===== src/logic/dcb_pkg.sv =====
// Shared constants of the disk-controller error status and buffer block
package dcb_pkg;
   // Micro bus command byte layout
   localparam int          SUB_MSB       = 7;            // Sub-command in the upper half
   localparam int          SUB_LSB       = 4;
   localparam int          ADR_MSB       = 3;            // Controller address in the lower half
   localparam int          ADR_LSB       = 0;
   // Input command codes (strobe 1)
   localparam logic [3:0]  IN_STAT1      = 4'h0;
   localparam logic [3:0]  IN_STAT2      = 4'h1;
   localparam logic [3:0]  IN_SYSID      = 4'h2;
   localparam logic [3:0]  IN_RDBUF      = 4'h3;
   // Output command codes (strobe 2)
   localparam logic [3:0]  OUT_SETPTR    = 4'h0;
   localparam logic [3:0]  OUT_WRBUF     = 4'h1;
   localparam logic [3:0]  OUT_TRKMSB    = 4'h2;
   localparam logic [3:0]  OUT_SEEK      = 4'h3;
   localparam logic [3:0]  OUT_RDSEC     = 4'h4;
   localparam logic [3:0]  OUT_WRSEC     = 4'h5;
   localparam logic [3:0]  OUT_WVSEC     = 4'h6;
   localparam logic [3:0]  OUT_RESTORE   = 4'h7;
   localparam logic [3:0]  OUT_RESET     = 4'h8;
   // Error status byte two, bit positions
   localparam int          E_WPROT       = 0;
   localparam int          E_XTMO        = 1;
   localparam int          E_OVRN        = 2;
   localparam int          E_CRC         = 3;
   localparam int          E_FAULT       = 4;
   localparam int          E_APAR        = 5;
   localparam int          E_STMO        = 6;
   localparam int          E_BPAR        = 7;
   localparam logic [7:0]  ST2_RST       = 8'h00;        // All flags clear after reset
   // Sector buffer
   localparam int          PTR_W         = 8;            // 256 byte locations
   localparam int          BUF_DEPTH     = 256;
   localparam int          WORD_W        = 9;            // Data byte plus parity bit
   localparam logic [7:0]  PTR_RST       = 8'h00;
   // Timeouts
   localparam int          TMO_MS        = 200;          // Transfer and seek limit, ms
   localparam int          MCLK_KHZ      = 125000;       // 125 MHz system clock
   localparam int          TMO_CYC       = TMO_MS * MCLK_KHZ;
   localparam int          TMO_W         = 25;
   localparam logic [6:0]  WCLK_LIMIT    = 7'h40;        // Write-clock silence, cycles
endpackage


===== src/logic/dcb_err_buf.sv =====
// Error status byte two, system id and sector buffer access on the micro bus
`timescale 1ns/100ps
module dcb_err_buf
   import dcb_pkg::*;
#(
   parameter int          TMO_CYCLES = TMO_CYC,   // 200 ms in clocks, shorten in simulation
   parameter logic [7:0]  SYS_ID     = 8'h5A      // Identification code, value arbitrary
)
(
   // Clock and reset
   input  wire logic        mclk,
   input  wire logic        rst_n,
   // Micro bus
   input  wire logic [7:0]  cmd_byte,
   input  wire logic        strobe_in,
   input  wire logic        strobe_out,
   input  wire logic [7:0]  data_in,
   output logic      [7:0]  data_out,
   output logic             data_oe,
   output logic             wbuf_ready,
   input  wire logic [3:0]  ctrl_addr,
   // Drive and sequencer status
   input  wire logic        prot_switch,
   input  wire logic        prot_tag,
   input  wire logic        drive_ready,
   input  wire logic        op_valid,
   input  wire logic        sector_mark,
   input  wire logic        sector_pulse,
   input  wire logic        data_phase,
   input  wire logic        crc_err,
   input  wire logic        xfer_done,
   input  wire logic        sect_not_found,
   input  wire logic        seek_done,
   input  wire logic        servo_par_err,
   input  wire logic        sec_par_err,
   // Drive fault sources
   input  wire logic        seek_fault,
   input  wire logic        bad_seek_addr,
   input  wire logic        power_loss,
   input  wire logic        fault_line_ok,
   input  wire logic        malfunction,
   input  wire logic        wr_enable,
   input  wire logic        wr_current,
   input  wire logic        wr_clock,
   input  wire logic        rd_enable,
   // Block status
   output logic      [7:0]  err_status,
   output logic             xfer_busy,
   output logic             seek_busy
);
   typedef struct packed {
      logic [7:0]       st2;        // Error status byte two
      logic [PTR_W-1:0] ptr;        // Buffer address pointer
      logic             xbusy;      // Sector transfer running
      logic             xwrite;     // Transfer writes the disk
      logic             xverify;    // Transfer includes a read-back
      logic             sbusy;      // Seek or restore running
      logic [TMO_W-1:0] xtmr;       // Transfer age
      logic [TMO_W-1:0] stmr;       // Seek age
      logic             sin_d;      // Strobe delays for edge detection
      logic             sout_d;
      logic             rd_act;     // Buffer read strobe in progress
      logic [7:0]       dout;       // Byte on the data lines
      logic             oe;         // Data lines driven
      logic [6:0]       wtmr;       // Cycles since last write-clock edge
      logic             wclk_d;
   } dcb_main_st_t;

   localparam logic [TMO_W-1:0] TMO_LAST = TMO_W'(TMO_CYCLES - 1);

   dcb_main_st_t          st_ff;
   dcb_main_st_t          nxt_st;
   logic [3:0]            sub;          // Sub-command nibble
   logic                  hit;          // Our address on the bus
   logic                  out_go;       // Rising output strobe for us
   logic                  in_rise;
   logic                  in_fall;
   logic                  prot;
   logic                  c_rd, c_wr, c_wv, c_rst, c_rso, c_seek, c_ptr, c_wbuf, c_disk;
   logic                  x_end;
   logic                  wr_fault;
   logic                  illegal;
   logic [7:0]            set_v;
   logic [7:0]            clr_v;
   logic                  rd_hold;
   logic                  f_valid;
   logic [16:0]           f_data;
   logic                  ram_we;
   logic [PTR_W-1:0]      ram_addr;
   logic [WORD_W-1:0]     ram_rd;
   logic [7:0]            st1;

   // Decode one output command on the rising edge of strobe two
   function automatic logic is_cmd(input logic go, input logic [3:0] s, input logic [3:0] c);
      return go && (s == c);
   endfunction

   assign sub     = cmd_byte[SUB_MSB:SUB_LSB];
   assign hit     = (cmd_byte[ADR_MSB:ADR_LSB] == ctrl_addr);
   assign out_go  = strobe_out && !st_ff.sout_d && hit;
   assign in_rise = strobe_in && !st_ff.sin_d && hit;
   assign in_fall = !strobe_in && st_ff.sin_d;
   assign prot    = prot_switch || prot_tag;
   assign c_rd    = is_cmd(out_go, sub, OUT_RDSEC);
   assign c_wr    = is_cmd(out_go, sub, OUT_WRSEC);
   assign c_wv    = is_cmd(out_go, sub, OUT_WVSEC);
   assign c_rst   = is_cmd(out_go, sub, OUT_RESET);
   assign c_rso   = is_cmd(out_go, sub, OUT_RESTORE);
   assign c_seek  = is_cmd(out_go, sub, OUT_SEEK);
   assign c_ptr   = is_cmd(out_go, sub, OUT_SETPTR);
   assign c_wbuf  = is_cmd(out_go, sub, OUT_WRBUF);
   assign c_disk  = c_rd || c_wr || c_wv || c_seek || is_cmd(out_go, sub, OUT_TRKMSB);
   // A transfer ends on completion, sector not found, overrun, CRC error or transfer timeout
   assign x_end   = st_ff.xbusy && (xfer_done || sect_not_found || set_v[E_OVRN]
                                    || set_v[E_CRC] || set_v[E_XTMO]);

   // Write fault: current and enable disagree, or the write clock went silent
   assign wr_fault = (wr_enable && !wr_current) || (wr_current && !wr_enable)
                     || (wr_enable && (st_ff.wtmr == WCLK_LIMIT));

   // Illegal procedure seen by the controller
   assign illegal = (c_disk && (!op_valid || sector_mark))
                    || ((c_rd || c_wr || c_wv) && !drive_ready)
                    || ((c_wr || c_wv) && prot)
                    || (rd_enable && wr_enable);

   // Set and clear terms of each error flag; a set always beats a clear
   always_comb begin
      set_v = 8'h00;
      clr_v = 8'h00;
      set_v[E_WPROT] = (c_wr || c_wv) && prot;
      clr_v[E_WPROT] = c_rst || c_rso || ((c_wr || c_wv) && !prot);
      set_v[E_XTMO]  = st_ff.xbusy && (st_ff.xtmr == TMO_LAST);
      clr_v[E_XTMO]  = c_rst || c_rso;
      set_v[E_OVRN]  = st_ff.xbusy && data_phase && sector_pulse;
      clr_v[E_OVRN]  = c_rd || c_wr || c_wv || c_rst || c_rso;
      set_v[E_CRC]   = st_ff.xbusy && (!st_ff.xwrite || st_ff.xverify) && crc_err;
      clr_v[E_CRC]   = c_rd || c_wr || c_wv || c_rst || c_rso;
      set_v[E_FAULT] = seek_fault || bad_seek_addr || wr_fault || illegal
                       || power_loss || !fault_line_ok || malfunction;
      clr_v[E_FAULT] = c_rso;
      set_v[E_APAR]  = drive_ready && servo_par_err;
      clr_v[E_APAR]  = c_rso;
      set_v[E_STMO]  = st_ff.sbusy && (st_ff.stmr == TMO_LAST);
      clr_v[E_STMO]  = c_rso;
      set_v[E_BPAR]  = (in_fall && st_ff.rd_act && (^ram_rd))
                       || (st_ff.xbusy && st_ff.xwrite && sec_par_err);
      clr_v[E_BPAR]  = c_rso;
   end

   // Status byte one, a summary view for the processor
   assign st1 = {2'b00, prot,
                 |{st_ff.st2[E_BPAR], st_ff.st2[E_FAULT:E_WPROT]},
                 |st_ff.st2[E_STMO:E_FAULT], st_ff.sbusy, st_ff.xbusy, drive_ready};

   // Buffer reads keep the memory port; queued writes wait behind them
   assign rd_hold  = st_ff.rd_act || (strobe_in && hit && (sub == IN_RDBUF));
   assign ram_we   = f_valid && !rd_hold;
   assign ram_addr = ram_we ? f_data[16:9] : st_ff.ptr;

   // Next state of the whole block
   always_comb begin
      nxt_st        = st_ff;
      nxt_st.sin_d  = strobe_in;
      nxt_st.sout_d = strobe_out;
      nxt_st.wclk_d = wr_clock;
      nxt_st.st2    = (st_ff.st2 & ~clr_v) | set_v;
      // Transfer tracking, restarted by each sector command
      if (c_rd || c_wr || c_wv) begin
         nxt_st.xbusy   = 1'b1;
         nxt_st.xwrite  = c_wr || c_wv;
         nxt_st.xverify = c_wv;
         nxt_st.xtmr    = '0;
      end else if (x_end) begin
         nxt_st.xbusy = 1'b0;
      end else if (st_ff.xbusy) begin
         nxt_st.xtmr = st_ff.xtmr + TMO_W'(1);
      end
      // Seek tracking, restore counts as a seek
      if (c_seek || c_rso) begin
         nxt_st.sbusy = 1'b1;
         nxt_st.stmr  = '0;
      end else if (st_ff.sbusy && (seek_done || set_v[E_STMO])) begin
         nxt_st.sbusy = 1'b0;
      end else if (st_ff.sbusy) begin
         nxt_st.stmr = st_ff.stmr + TMO_W'(1);
      end
      // Write-clock watchdog, saturates at its limit
      if (!wr_enable || (wr_clock != st_ff.wclk_d)) begin
         nxt_st.wtmr = '0;
      end else if (st_ff.wtmr != WCLK_LIMIT) begin
         nxt_st.wtmr = st_ff.wtmr + 7'h01;
      end
      // Buffer read strobe window
      if (in_rise) begin
         nxt_st.rd_act = (sub == IN_RDBUF);
      end else if (in_fall) begin
         nxt_st.rd_act = 1'b0;
      end
      // Pointer: finished transfer wins, then load, then advance (wraps)
      if (st_ff.xbusy && xfer_done) begin
         nxt_st.ptr = PTR_RST;
      end else if (c_ptr) begin
         nxt_st.ptr = data_in;
      end else if (c_wbuf && wbuf_ready) begin
         nxt_st.ptr = st_ff.ptr + 8'h01;
      end else if (in_fall && st_ff.rd_act) begin
         nxt_st.ptr = st_ff.ptr + 8'h01;
      end
      // Data lines: selected byte, driven only under an addressed input strobe
      nxt_st.oe = strobe_in && hit && (sub <= IN_RDBUF);
      unique case (sub)
         IN_STAT1: nxt_st.dout = st1;
         IN_STAT2: nxt_st.dout = st_ff.st2;
         IN_SYSID: nxt_st.dout = SYS_ID;
         IN_RDBUF: nxt_st.dout = ram_rd[7:0];
         default:  nxt_st.dout = 8'h00;
      endcase
   end

   // State register
   always_ff @(posedge mclk or negedge rst_n) begin
      if (!rst_n) begin
         st_ff     <= '0;
         st_ff.st2 <= ST2_RST;
         st_ff.ptr <= PTR_RST;
      end else begin
         st_ff <= nxt_st;
      end
   end

   // Written bytes queue with their address and parity
   dcb_pair_fifo #(.W(17)) u_wq (
      .mclk      (mclk),
      .rst_n     (rst_n),
      .in_valid  (c_wbuf),
      .in_ready  (wbuf_ready),
      .in_data   ({st_ff.ptr, ^data_in, data_in}),
      .out_valid (f_valid),
      .out_ready (!rd_hold),
      .out_data  (f_data)
   );

   // Sector buffer
   dcb_sector_ram u_ram (
      .mclk  (mclk),
      .we    (ram_we),
      .addr  (ram_addr),
      .wdata (f_data[8:0]),
      .rdata (ram_rd)
   );

   assign data_out   = st_ff.dout;
   assign data_oe    = st_ff.oe;
   assign err_status = st_ff.st2;
   assign xfer_busy  = st_ff.xbusy;
   assign seek_busy  = st_ff.sbusy;

   // Checks beside the logic
   a_wp_set: assert property (@(posedge mclk) disable iff (!rst_n)
      (c_wr || c_wv) && prot |=> err_status[E_WPROT]) else $error("wp flag not set");
   a_wp_clear: assert property (@(posedge mclk) disable iff (!rst_n)
      $fell(err_status[E_WPROT]) |-> $past(c_rst || c_rso || c_wr || c_wv))
      else $error("wp flag cleared without cause");
   a_xtmo_set: assert property (@(posedge mclk) disable iff (!rst_n)
      xfer_busy && (st_ff.xtmr == TMO_LAST) |=> err_status[E_XTMO])
      else $error("transfer timer broken");
   a_xtmo_hold: assert property (@(posedge mclk) disable iff (!rst_n)
      $fell(err_status[E_XTMO]) |-> $past(c_rst || c_rso)) else $error("timeout lost");
   a_ovrn_set: assert property (@(posedge mclk) disable iff (!rst_n)
      xfer_busy && data_phase && sector_pulse
      |=> err_status[E_OVRN] && (!xfer_busy || $past(c_rd || c_wr || c_wv)))
      else $error("overrun missed");
   a_ovrn_clear: assert property (@(posedge mclk) disable iff (!rst_n)
      c_rd && !(xfer_busy && data_phase && sector_pulse) |=> !err_status[E_OVRN])
      else $error("overrun not cleared");
   a_crc_hold: assert property (@(posedge mclk) disable iff (!rst_n)
      $fell(err_status[E_CRC]) |-> $past(c_rd || c_wr || c_wv || c_rst || c_rso))
      else $error("crc flag lost");
   a_fault_set: assert property (@(posedge mclk) disable iff (!rst_n)
      wr_current && !wr_enable |=> err_status[E_FAULT]) else $error("write fault missed");
   a_fault_hold: assert property (@(posedge mclk) disable iff (!rst_n)
      $fell(err_status[E_FAULT]) |-> $past(c_rso)) else $error("fault cleared early");
   a_illegal_rw: assert property (@(posedge mclk) disable iff (!rst_n)
      c_rd && !drive_ready |=> err_status[E_FAULT]) else $error("illegal read missed");
   a_apar_hold: assert property (@(posedge mclk) disable iff (!rst_n)
      drive_ready && servo_par_err
      |=> err_status[E_APAR] ##1 (err_status[E_APAR] || $past(c_rso)))
      else $error("parity flag not held");
   a_stmo_set: assert property (@(posedge mclk) disable iff (!rst_n)
      seek_busy && (st_ff.stmr == TMO_LAST)
      |=> err_status[E_STMO] && (!seek_busy || $past(c_seek || c_rso)))
      else $error("seek timeout missed");
   a_bpar_hold: assert property (@(posedge mclk) disable iff (!rst_n)
      $fell(err_status[E_BPAR]) |-> $past(c_rso)) else $error("buffer parity lost");
   a_id_drive: assert property (@(posedge mclk) disable iff (!rst_n)
      (strobe_in && hit && (sub == IN_SYSID)) [*2] |-> data_oe && (data_out == SYS_ID))
      else $error("id not driven");
   a_ptr_load: assert property (@(posedge mclk) disable iff (!rst_n)
      c_ptr && !(xfer_busy && xfer_done) |=> st_ff.ptr == $past(data_in))
      else $error("pointer not loaded");
   a_ptr_zero: assert property (@(posedge mclk) disable iff (!rst_n)
      xfer_busy && xfer_done |=> st_ff.ptr == PTR_RST) else $error("pointer not zeroed");
   a_wbuf_step: assert property (@(posedge mclk) disable iff (!rst_n)
      c_wbuf && wbuf_ready && !c_ptr && !(xfer_busy && xfer_done)
      |=> st_ff.ptr == $past(st_ff.ptr) + 8'h01) else $error("pointer not advanced");
   a_rbuf_step: assert property (@(posedge mclk) disable iff (!rst_n)
      in_fall && st_ff.rd_act && !c_ptr && !c_wbuf && !(xfer_busy && xfer_done)
      |=> st_ff.ptr == $past(st_ff.ptr) + 8'h01) else $error("read did not advance");
endmodule // dcb_err_buf


===== src/logic/dcb_pair_fifo.sv =====
// Two-entry buffer with valid and ready on both sides
`timescale 1ns/100ps
module dcb_pair_fifo
   import dcb_pkg::*;
#(
   parameter int W = 17
)
(
   // Clock and reset
   input  wire logic          mclk,
   input  wire logic          rst_n,
   // Filling side
   input  wire logic          in_valid,
   output logic               in_ready,
   input  wire logic [W-1:0]  in_data,
   // Draining side
   output logic               out_valid,
   input  wire logic          out_ready,
   output logic      [W-1:0]  out_data
);
   typedef struct packed {
      logic [W-1:0] slot0;   // Head entry
      logic [W-1:0] slot1;   // Second entry
      logic [1:0]   cnt;     // Entries held
   } dcb_fifo_st_t;

   dcb_fifo_st_t st_ff;
   dcb_fifo_st_t nxt_st;
   logic         push;
   logic         pop;

   assign in_ready  = (st_ff.cnt != 2'h2);
   assign out_valid = (st_ff.cnt != 2'h0);
   assign out_data  = st_ff.slot0;
   assign push      = in_valid && in_ready;
   assign pop       = out_valid && out_ready;

   // Shift on pop, fill the first free slot on push
   always_comb begin
      nxt_st = st_ff;
      if (pop) begin
         nxt_st.slot0 = st_ff.slot1;
      end
      if (push) begin
         if ((st_ff.cnt == 2'h0) || ((st_ff.cnt == 2'h1) && pop)) begin
            nxt_st.slot0 = in_data;
         end else begin
            nxt_st.slot1 = in_data;
         end
      end
      nxt_st.cnt = st_ff.cnt + {1'b0, push} - {1'b0, pop};
   end

   // State register
   always_ff @(posedge mclk or negedge rst_n) begin
      if (!rst_n) begin
         st_ff <= '0;
      end else begin
         st_ff <= nxt_st;
      end
   end
endmodule // dcb_pair_fifo


===== src/logic/dcb_sector_ram.sv =====
// Sector buffer memory, 256 words of data plus parity, registered read
`timescale 1ns/100ps
module dcb_sector_ram
   import dcb_pkg::*;
(
   // Clock
   input  wire logic                mclk,
   // Single access port
   input  wire logic                we,
   input  wire logic [PTR_W-1:0]    addr,
   input  wire logic [WORD_W-1:0]   wdata,
   output logic      [WORD_W-1:0]   rdata
);
   logic [WORD_W-1:0] mem [BUF_DEPTH];   // Storage, no reset by design

   // Write when asked, otherwise read the addressed word into the output flop
   always_ff @(posedge mclk) begin
      if (we) begin
         mem[addr] <= wdata;
      end else begin
         rdata <= mem[addr];
      end
   end
endmodule // dcb_sector_ram

===== config.mk =====
export PLATFORM = sky130hd
export DESIGN_NAME = dcb_err_buf
export DESIGN_NICKNAME = d
export VERILOG_FILES = /design/src/logic/dcb_pkg.sv /design/src/logic/dcb_err_buf.sv /design/src/logic/dcb_pair_fifo.sv /design/src/logic/dcb_sector_ram.sv
export SDC_FILE = /design/constraint.sdc
export NUM_CORES = 2
export LEC_CHECK = 0
export BUFFER_PORTS_ARGS = -buffer_cell sky130_fd_sc_hd__buf_2
export CAP_MARGIN = 20
export CORE_AREA = 2 2 471 473
export CTS_CLUSTER_DIAMETER = 200
export DETAILED_ROUTE_END_ITERATION = 7
export DIE_AREA = 0 0 473 475
export SYNTH_ARGS = -nofsm -noshare
export SYNTH_HDL_FRONTEND = slang
export SYNTH_SLANG_ARGS = --single-unit

===== constraint.sdc =====
create_clock -name mclk -period 12.7 [get_ports mclk]
set_clock_uncertainty 0.05 [all_clocks]
set_input_delay 2.54 -clock mclk [delete_from_list [all_inputs] [get_ports mclk]]
set_output_delay 2.54 -clock mclk [all_outputs]
set_load 0.1 [all_outputs]

# After elaboration in Yosys (flattened, before gate mapping)

Memory sizes are Yosys's and may differ from the RTL's. A register that Yosys moved wholly into a read port is not among the register bits.
Index checks and enable logic that the tools add are counted.

RAM bits: 2304
Flip-flop bits (word level): 126
Memories kept: 1

Bitwise logic cells: 4
Muxes and demuxes: 26
Reduce and logical (&&, ||, !) cells: 104
Equal/unequal tests: 18
Add/subtract/negate cells: 6
Magnitude comparators: 1

Memories:

| memory    | depth | width | rd ports | clocked after memory_dff | wr ports | line                 | text |
|---|---|---|---|---|---|---|---|
| u_ram.mem | 256   | 9     | 1        | 1                        | 1        | dcb_sector_ram.sv:14 | `logic [WORD_W-1:0] mem [BUF_DEPTH];` |

Operators with widths:

| kind                                           | number |
|---|---|
| two-way mux 25 bit                             | 6 |
| two-way mux 17 bit                             | 3 |
| adder 25 x 1 -> 25 bit (second input constant) | 2 |
| == test 25 bit (second input constant)         | 2 |
| logical AND 1 bit                              | 42 |
| two-way mux 8 bit                              | 5 |
| two-way mux 34 bit                             | 1 |
| logical OR 1 bit                               | 33 |
| case mux 8 bit (4 select lines)                | 1 |
| == test 4 x 3 -> 1 bit (second input constant) | 4 |
| two-way mux 7 bit                              | 2 |
| nonzero test 2 bit                             | 7 |
| zero test 1 bit                                | 12 |
| parity 9 bit                                   | 1 |
| adder 8 x 1 -> 8 bit (second input constant)   | 1 |
| AND 8 bit                                      | 1 |
| == test 4 x 2 -> 1 bit (second input constant) | 2 |
| two-way mux 1 bit                              | 8 |
| NOT 8 bit                                      | 1 |
| OR 8 bit                                       | 1 |
| parity 8 bit                                   | 1 |
| adder 7 x 1 -> 7 bit (second input constant)   | 1 |
| == test 7 bit (second input constant)          | 1 |
| != test 7 bit (second input constant)          | 1 |
| 17 further kinds                               | 20 |

# Depth between registers and ports, before layout

Word-level depth: 17
Mapped depth: 13
Depth with buffers taken out: 9

# Modules after synthesis

From an unflattened synthesis, not the netlist that was laid out.

Cells, all modules: 4646
Area, all modules: 95121.2 um^2

Modules (own cells, without submodules):

| module         | cells each | times used | area each (um^2) | sequential area each (um^2) |
|---|---|---|---|---|
| dcb_sector_ram | 3943       | 1          | 88083.2          | 69456.6 |
| dcb_err_buf    | 581        | 1          | 5300.1           | 2252.2 |
| dcb_pair_fifo  | 122        | 1          | 1737.9           | 900.9 |

# Worst setup path before layout

No wires, ideal clock.

Kind: input -> register
Start point: input port cmd_byte[6]
End point: memory u_ram.mem[151][0], enable pin
Slack: 6.788 ns
Stages on the path: 12
Buffers on the path: 5
Data arrival time: 5.475 ns
Cells stage by stage: and4bb_4 > and2_1 > buf_2 > a21o_1 > buf_6 > clkbuf_1 > nand3b_1 > nand2_1 > clkbuf_1 > nand2_1 > clkbuf_1 > nor3_1

Longest elaborated chain between the ends: 7
Elaborated cells between the ends (all ways): 8
Those cells by class: eq/ne: 1; mux: 3; reduce/logical: 4

RTL lines:

| item                                    | line                 | text |
|---|---|---|
| from (decl)                             | dcb_err_buf.sv:14    | `input wire logic [7:0] cmd_byte,` |
| == test 4 x 2 -> 1 bit (*)              | dcb_err_buf.sv:157   | `assign rd_hold = st_ff.rd_act \|\| (strobe_in && hit && (sub == IN_RDBUF));` |
| logical AND 1 bit (*)                   | dcb_err_buf.sv:157   |  |
| logical OR 1 bit (*)                    | dcb_err_buf.sv:157   |  |
| zero test 1 bit (*)                     | dcb_err_buf.sv:158   | `assign ram_we = f_valid && !rd_hold;` |
| logical AND 1 bit (*)                   | dcb_err_buf.sv:158   |  |
| two-way mux 1 bit                       | dcb_sector_ram.sv:18 | `if (we) begin` |
| two-way mux 1 bit (not written as such) | dcb_sector_ram.sv:19 | `mem[addr] <= wdata;` |
| to (decl)                               | dcb_sector_ram.sv:14 |  |

Mark *: on every way between the ends. The rest lies on a longest branch, timed or not.

# Worst setup path after layout

Start point: input port cmd_byte[4]
End point: register u_ram.rdata[4] (read register of u_ram.mem) (data pin)

Longest elaborated chain between the ends: 6
Elaborated cells between the ends (all ways): 7
Those cells by class: eq/ne: 1; mux: 1; reduce/logical: 5

RTL lines:

| item                                                 | line                 | text |
|---|---|---|
| == test 4 x 2 -> 1 bit (*)                           | dcb_err_buf.sv:157   |  |
| logical AND 1 bit (*)                                | dcb_err_buf.sv:157   |  |
| logical OR 1 bit (*)                                 | dcb_err_buf.sv:157   |  |
| zero test 1 bit (*)                                  | dcb_err_buf.sv:158   |  |
| logical AND 1 bit (*)                                | dcb_err_buf.sv:158   |  |
| two-way mux 8 bit or zero test 1 bit (tied branches) | --                   |  |
| to (decl)                                            | dcb_sector_ram.sv:12 | `output logic [WORD_W-1:0] rdata` |

Marked as above.
A chain may end at the register's enable or synchronous reset.

==> flow_summary_export.csv <==
group,metric,value,unit
run_status,outcome,"completed",
synth,synth_top_area_share,70.8,%
sta,timing.setup.tns,0,ns
hold_path,hold_end,"u_wq.st_ff[14]",
final_layout,fillCellCount,18400,
power,power.switching,4.95,mW
clocking,htree_num_levels,4,
placement,gp_routability_congestion,0.841,
sta,rsz0062_at_grt,"no",
synth,synth_seq_area_share,74.0,%
sta,fmax,0.125,GHz
route,wirelength,308,mm
clocking,tritoncts.num_buffers,240,
worst_setup_path,crit_slowest_cell,"sky130_fd_sc_hd__o41ai_1",
sta,tightestPinTransition,1.27,ns
worst_setup_path,worstRegToRegCells,10,
power,pwr-share-seq,49.6,%
worst_setup_path,worstPathArrival,8.59,ns
power,power.leakage,34.2,nW
hold_path,holdCritPathClass,"register to register",
flow_run,cap_violations,0,
sta,timing.final.crit_period,8.03,ns
synth,synth_ff_type,"sky130_fd_sc_hd__edfxtp_1",
die,die_area,225000,µm²
synth,synth_most_common_cell,"sky130_fd_sc_hd__o21ai_0",
synth,yosys-top-cells-count,"2344 x sky130_fd_sc_hd__o21ai_0, 2313 x sky130_fd_sc_hd__edfxtp_1, 612 x sky130_fd_sc_hd__a41oi_1",
worst_setup_path,slowest_delay,0.84,ns
power,power.density,165,nW/µm²
final_layout,nets,6885,
sta,slew_violations,0,
clocking,clk_pin_slew_worst_paths,0.06,ns
die,num_io_pins,66,
route,viasPerCell,6.70,
synth,yosys_warnings,0,
die,start_util,44.8,%
route,top_layer_used,"met5",
die,core-area,219000,µm²
worst_setup_path,worstSetupEndpointType,"register",
final_layout,drive_above_1_share,9.13,%
hold_path,hold_path_depth,2,
final_layout,area_delta_synth_final,11.0,%
route,drt.antenna.violating_nets,0,
sta,timing_hold_violations_final,0,
route,drtPass1Iterations,8,
synth,synth_top_cell_by_area,"sky130_fd_sc_hd__edfxtp_1",
worst_setup_path,worstSetupStartpointType,"primary input",
synth,post_synth.cell_area_avg,13.9,µm²
worst_setup_path,worstPathCellList,"buf_2 -> and4bb_4 -> and2_1 -> a21o_1 -> buf_4 -> inv_2 -> mux2_8 -> buf_4 -> a41oi_1 -> o41ai_1 -> a41oi_1 -> or4_1",
worst_setup_path,crit_fanout,69,
placement,dp_hpwl,161,mm
worst_setup_path,crit_start,"cmd_byte[4]",
power,power.ir.vdd_worst,0.190,mV
synth,synthCells,7038,
clocking,numClockSinks,2439,
worst_setup_path,crit_required,13.27,ns
final_layout,post-route-util,49.7,%
clocking,clock_insertion_delay_worst_skew,0.89,ns
power,power.clock.fraction,38.4,%
placement,placement.io_buffers,65,
placement,placed_cells_incl_taps,9448,
sta,worst_slew_margin_rel,14.4,%
sta,min_period_over_period,63.2,%
die,die_width,473,µm
clocking,cts.root.buffer_cell,"sky130_fd_sc_hd__clkbuf_16",
route,via_count,66300,
grt,grt_pass1_vias,62000,
synth,mappedNetlistArea,98200,µm²
clocking,post-cts-setup-buffers,0,
final_layout,stdcell_count,9909,
worst_setup_path,rr_endpoint,"u_ram.rdata[4]",
power,internal_power,13.1,mW
synth,number_of_flops_mapped_to_enable_cells_by_yosys,2313,
clocking,cts_resizes,0,
synth,total_nets_after_synthesis,7091,
die,dieHeight,475,µm
route,dr.first_iter.drc_count,9873,
grt,globalRouteOverflowTotal,0,
route,post-route-drc-count,0,
die,placement_rows,172,
worst_setup_path,regToRegStartpoint,"u_wq.st_ff[1]",
power,power_frac_comb,12.0,%
worst_setup_path,minimum_setup_slack_among_reg_to_reg_paths,6.43,ns
synth,synth.lib_cells_used.distinct,63,
sta,finalSetupViolations,0,
route,routed_wire_length_per_instance,31.1,µm
placement,postPlaceCellArea,101000,µm²
final_layout,fin_area,109000,µm²
synth,synth.top_cells.by_area,"sky130_fd_sc_hd__edfxtp_1 71%, sky130_fd_sc_hd__o21ai_0 12%, sky130_fd_sc_hd__a41oi_1 5.5%",
route,dr_wl_met3,32.9,mm
worst_setup_path,criticalPathCategory,"primary input to register",
synth,postSynth.asyncResetShare,5.17,%
grt,grt.total_usage,26.7,%
synth,synth.ff_latch_count,2439,
hold_path,holdCritStartpoint,"u_wq.st_ff[14]",
power,swShare,27.5,%
grt,grt_max_degree,185,
clocking,cts-hold-fix-buffers,0,
clocking,ctsLongestPathBuffers,3,
grt,initial_antenna_violation_count,16,
route,drt-met1-wl,126,mm
clocking,clock_tree_from_tritoncts,"yes",
route,met2_length,139,mm
grt,first_pass_grt_wire_length,447,mm
-- area by class of cell --
class                      count  area (µm²)  area share [%]
multi-input combinational   3896       23000            21.2
inverter                      19        71.3          0.0655
clock inverter               133        1250            1.15
antenna                       10        25.0          0.0230
sequential                  2439       72600            66.7
timing repair buffer         236        2020            1.85
tap                         2871        3590            3.30
clock buffer                 305        6280            5.77
-- per-stage QoR --
stage	setup slack, ns	power, mW	hold WS, ns
2_1_floorplan	6.79	10.2	0.400
3_3_place_gp	4.12	11.2	0.416
3_5_place_dp	4.04	11.2	0.424
4_1_cts	4.94	18.0	0.439
5_1_grt	4.62	18.5	0.473
6_report	4.67	18.0	0.437
-- worst max-delay path: cells and delay by family --
| family | cells | cell delay [ns] |
|---|---|---|
| buffers and inverters | 4 | 1.89 |
| AOI/OAI and AO/OA | 4 | 1.71 |
| and+or+nand+nor | 3 | 1.43 |
| muxes | 1 | 0.81 |
-- cells in the final DEF (no fill, tap or decap), types with 11 or more instances in the layout --
cell,netlist,layout
sky130_fd_sc_hd__xor2_1,26,26
sky130_fd_sc_hd__o41ai_1,145,141
sky130_fd_sc_hd__buf_12,0,28
sky130_fd_sc_hd__mux2i_1,21,21
sky130_fd_sc_hd__and3_1,11,11
sky130_fd_sc_hd__mux2_2,16,16
sky130_fd_sc_hd__a41oi_1,612,612
sky130_fd_sc_hd__clkinv_2,0,43
sky130_fd_sc_hd__a21oi_1,26,22
sky130_fd_sc_hd__or4_1,13,13
sky130_fd_sc_hd__buf_2,56,65
sky130_fd_sc_hd__clkbuf_16,0,241
sky130_fd_sc_hd__buf_4,27,133
sky130_fd_sc_hd__nand2_1,91,85
sky130_fd_sc_hd__nand4_1,13,13
sky130_fd_sc_hd__clkinv_1,0,50
sky130_fd_sc_hd__xnor2_1,40,40
sky130_fd_sc_hd__dfrtp_1,126,117
sky130_fd_sc_hd__nand3_1,36,36
sky130_fd_sc_hd__inv_1,18,18
sky130_fd_sc_hd__o21ai_0,2344,2335
sky130_fd_sc_hd__clkbuf_1,584,63
sky130_fd_sc_hd__or3_1,14,14
sky130_fd_sc_hd__edfxtp_1,2313,2313
sky130_fd_sc_hd__nor3_1,65,56
sky130_fd_sc_hd__nor2_1,296,296
sky130_fd_sc_hd__o21ai_1,20,19
sky130_fd_sc_hd__bufinv_16,0,17
-- sequential cells by signal, indices dropped and copies added, names as in the netlist --
signal         count
xfer_busy          1
u_ram.rdata        9
u_ram.mem       2304
u_wq.st_ff        19
data_out           8
st_ff             71
err_status         8
data_oe            1
seek_busy          1
u_wq.out_data     17
-- routing by layer --
metal / global-route usage, % / vias up
met2: 39.8 / 3921
met3: 5.87 / 516
li1: - / 27700
met4: 9.01 / 8
met5: 0 / -
met1: 38.7 / 34200
-- power by group through the flow --
stage	Clock [mW]	Combinational, mW	Sequential [mW]
3_5_place_dp	0	2.10	9.11
2_1_floorplan	0	1.14	9.09
5_1_grt	7.29	2.23	8.94
6_report	6.93	2.15	8.94
4_1_cts	6.98	2.10	8.94
3_3_place_gp	0	2.09	9.10
-- how the worst max path moves through the flow --
stage | to | slack (ns)
global placement | u_ram.rdata[2] | 4.12
CTS | u_ram.rdata[7] | 4.94
detailed placement | u_ram.rdata[7] | 4.04
finish | u_ram.rdata[4] | 4.67
global route | u_ram.rdata[4] | 4.62
floorplan | u_ram.mem[151][0] | 6.79
-- cell families after synthesis --
group / count (synthesis) / synth area share (%)
AOI/OAI and AO/OA: 3178 / 19.2
xor gates and xnor gates: 66 / 0.589
adders and majority gates: 7 / 0.0892
buffers and inverters: 703 / 2.88
DFF: 2439 / 74.0
muxes: 40 / 0.441
and+or+nand+nor: 605 / 2.83
No activity file was read; power rests on OpenSTA's default activity.
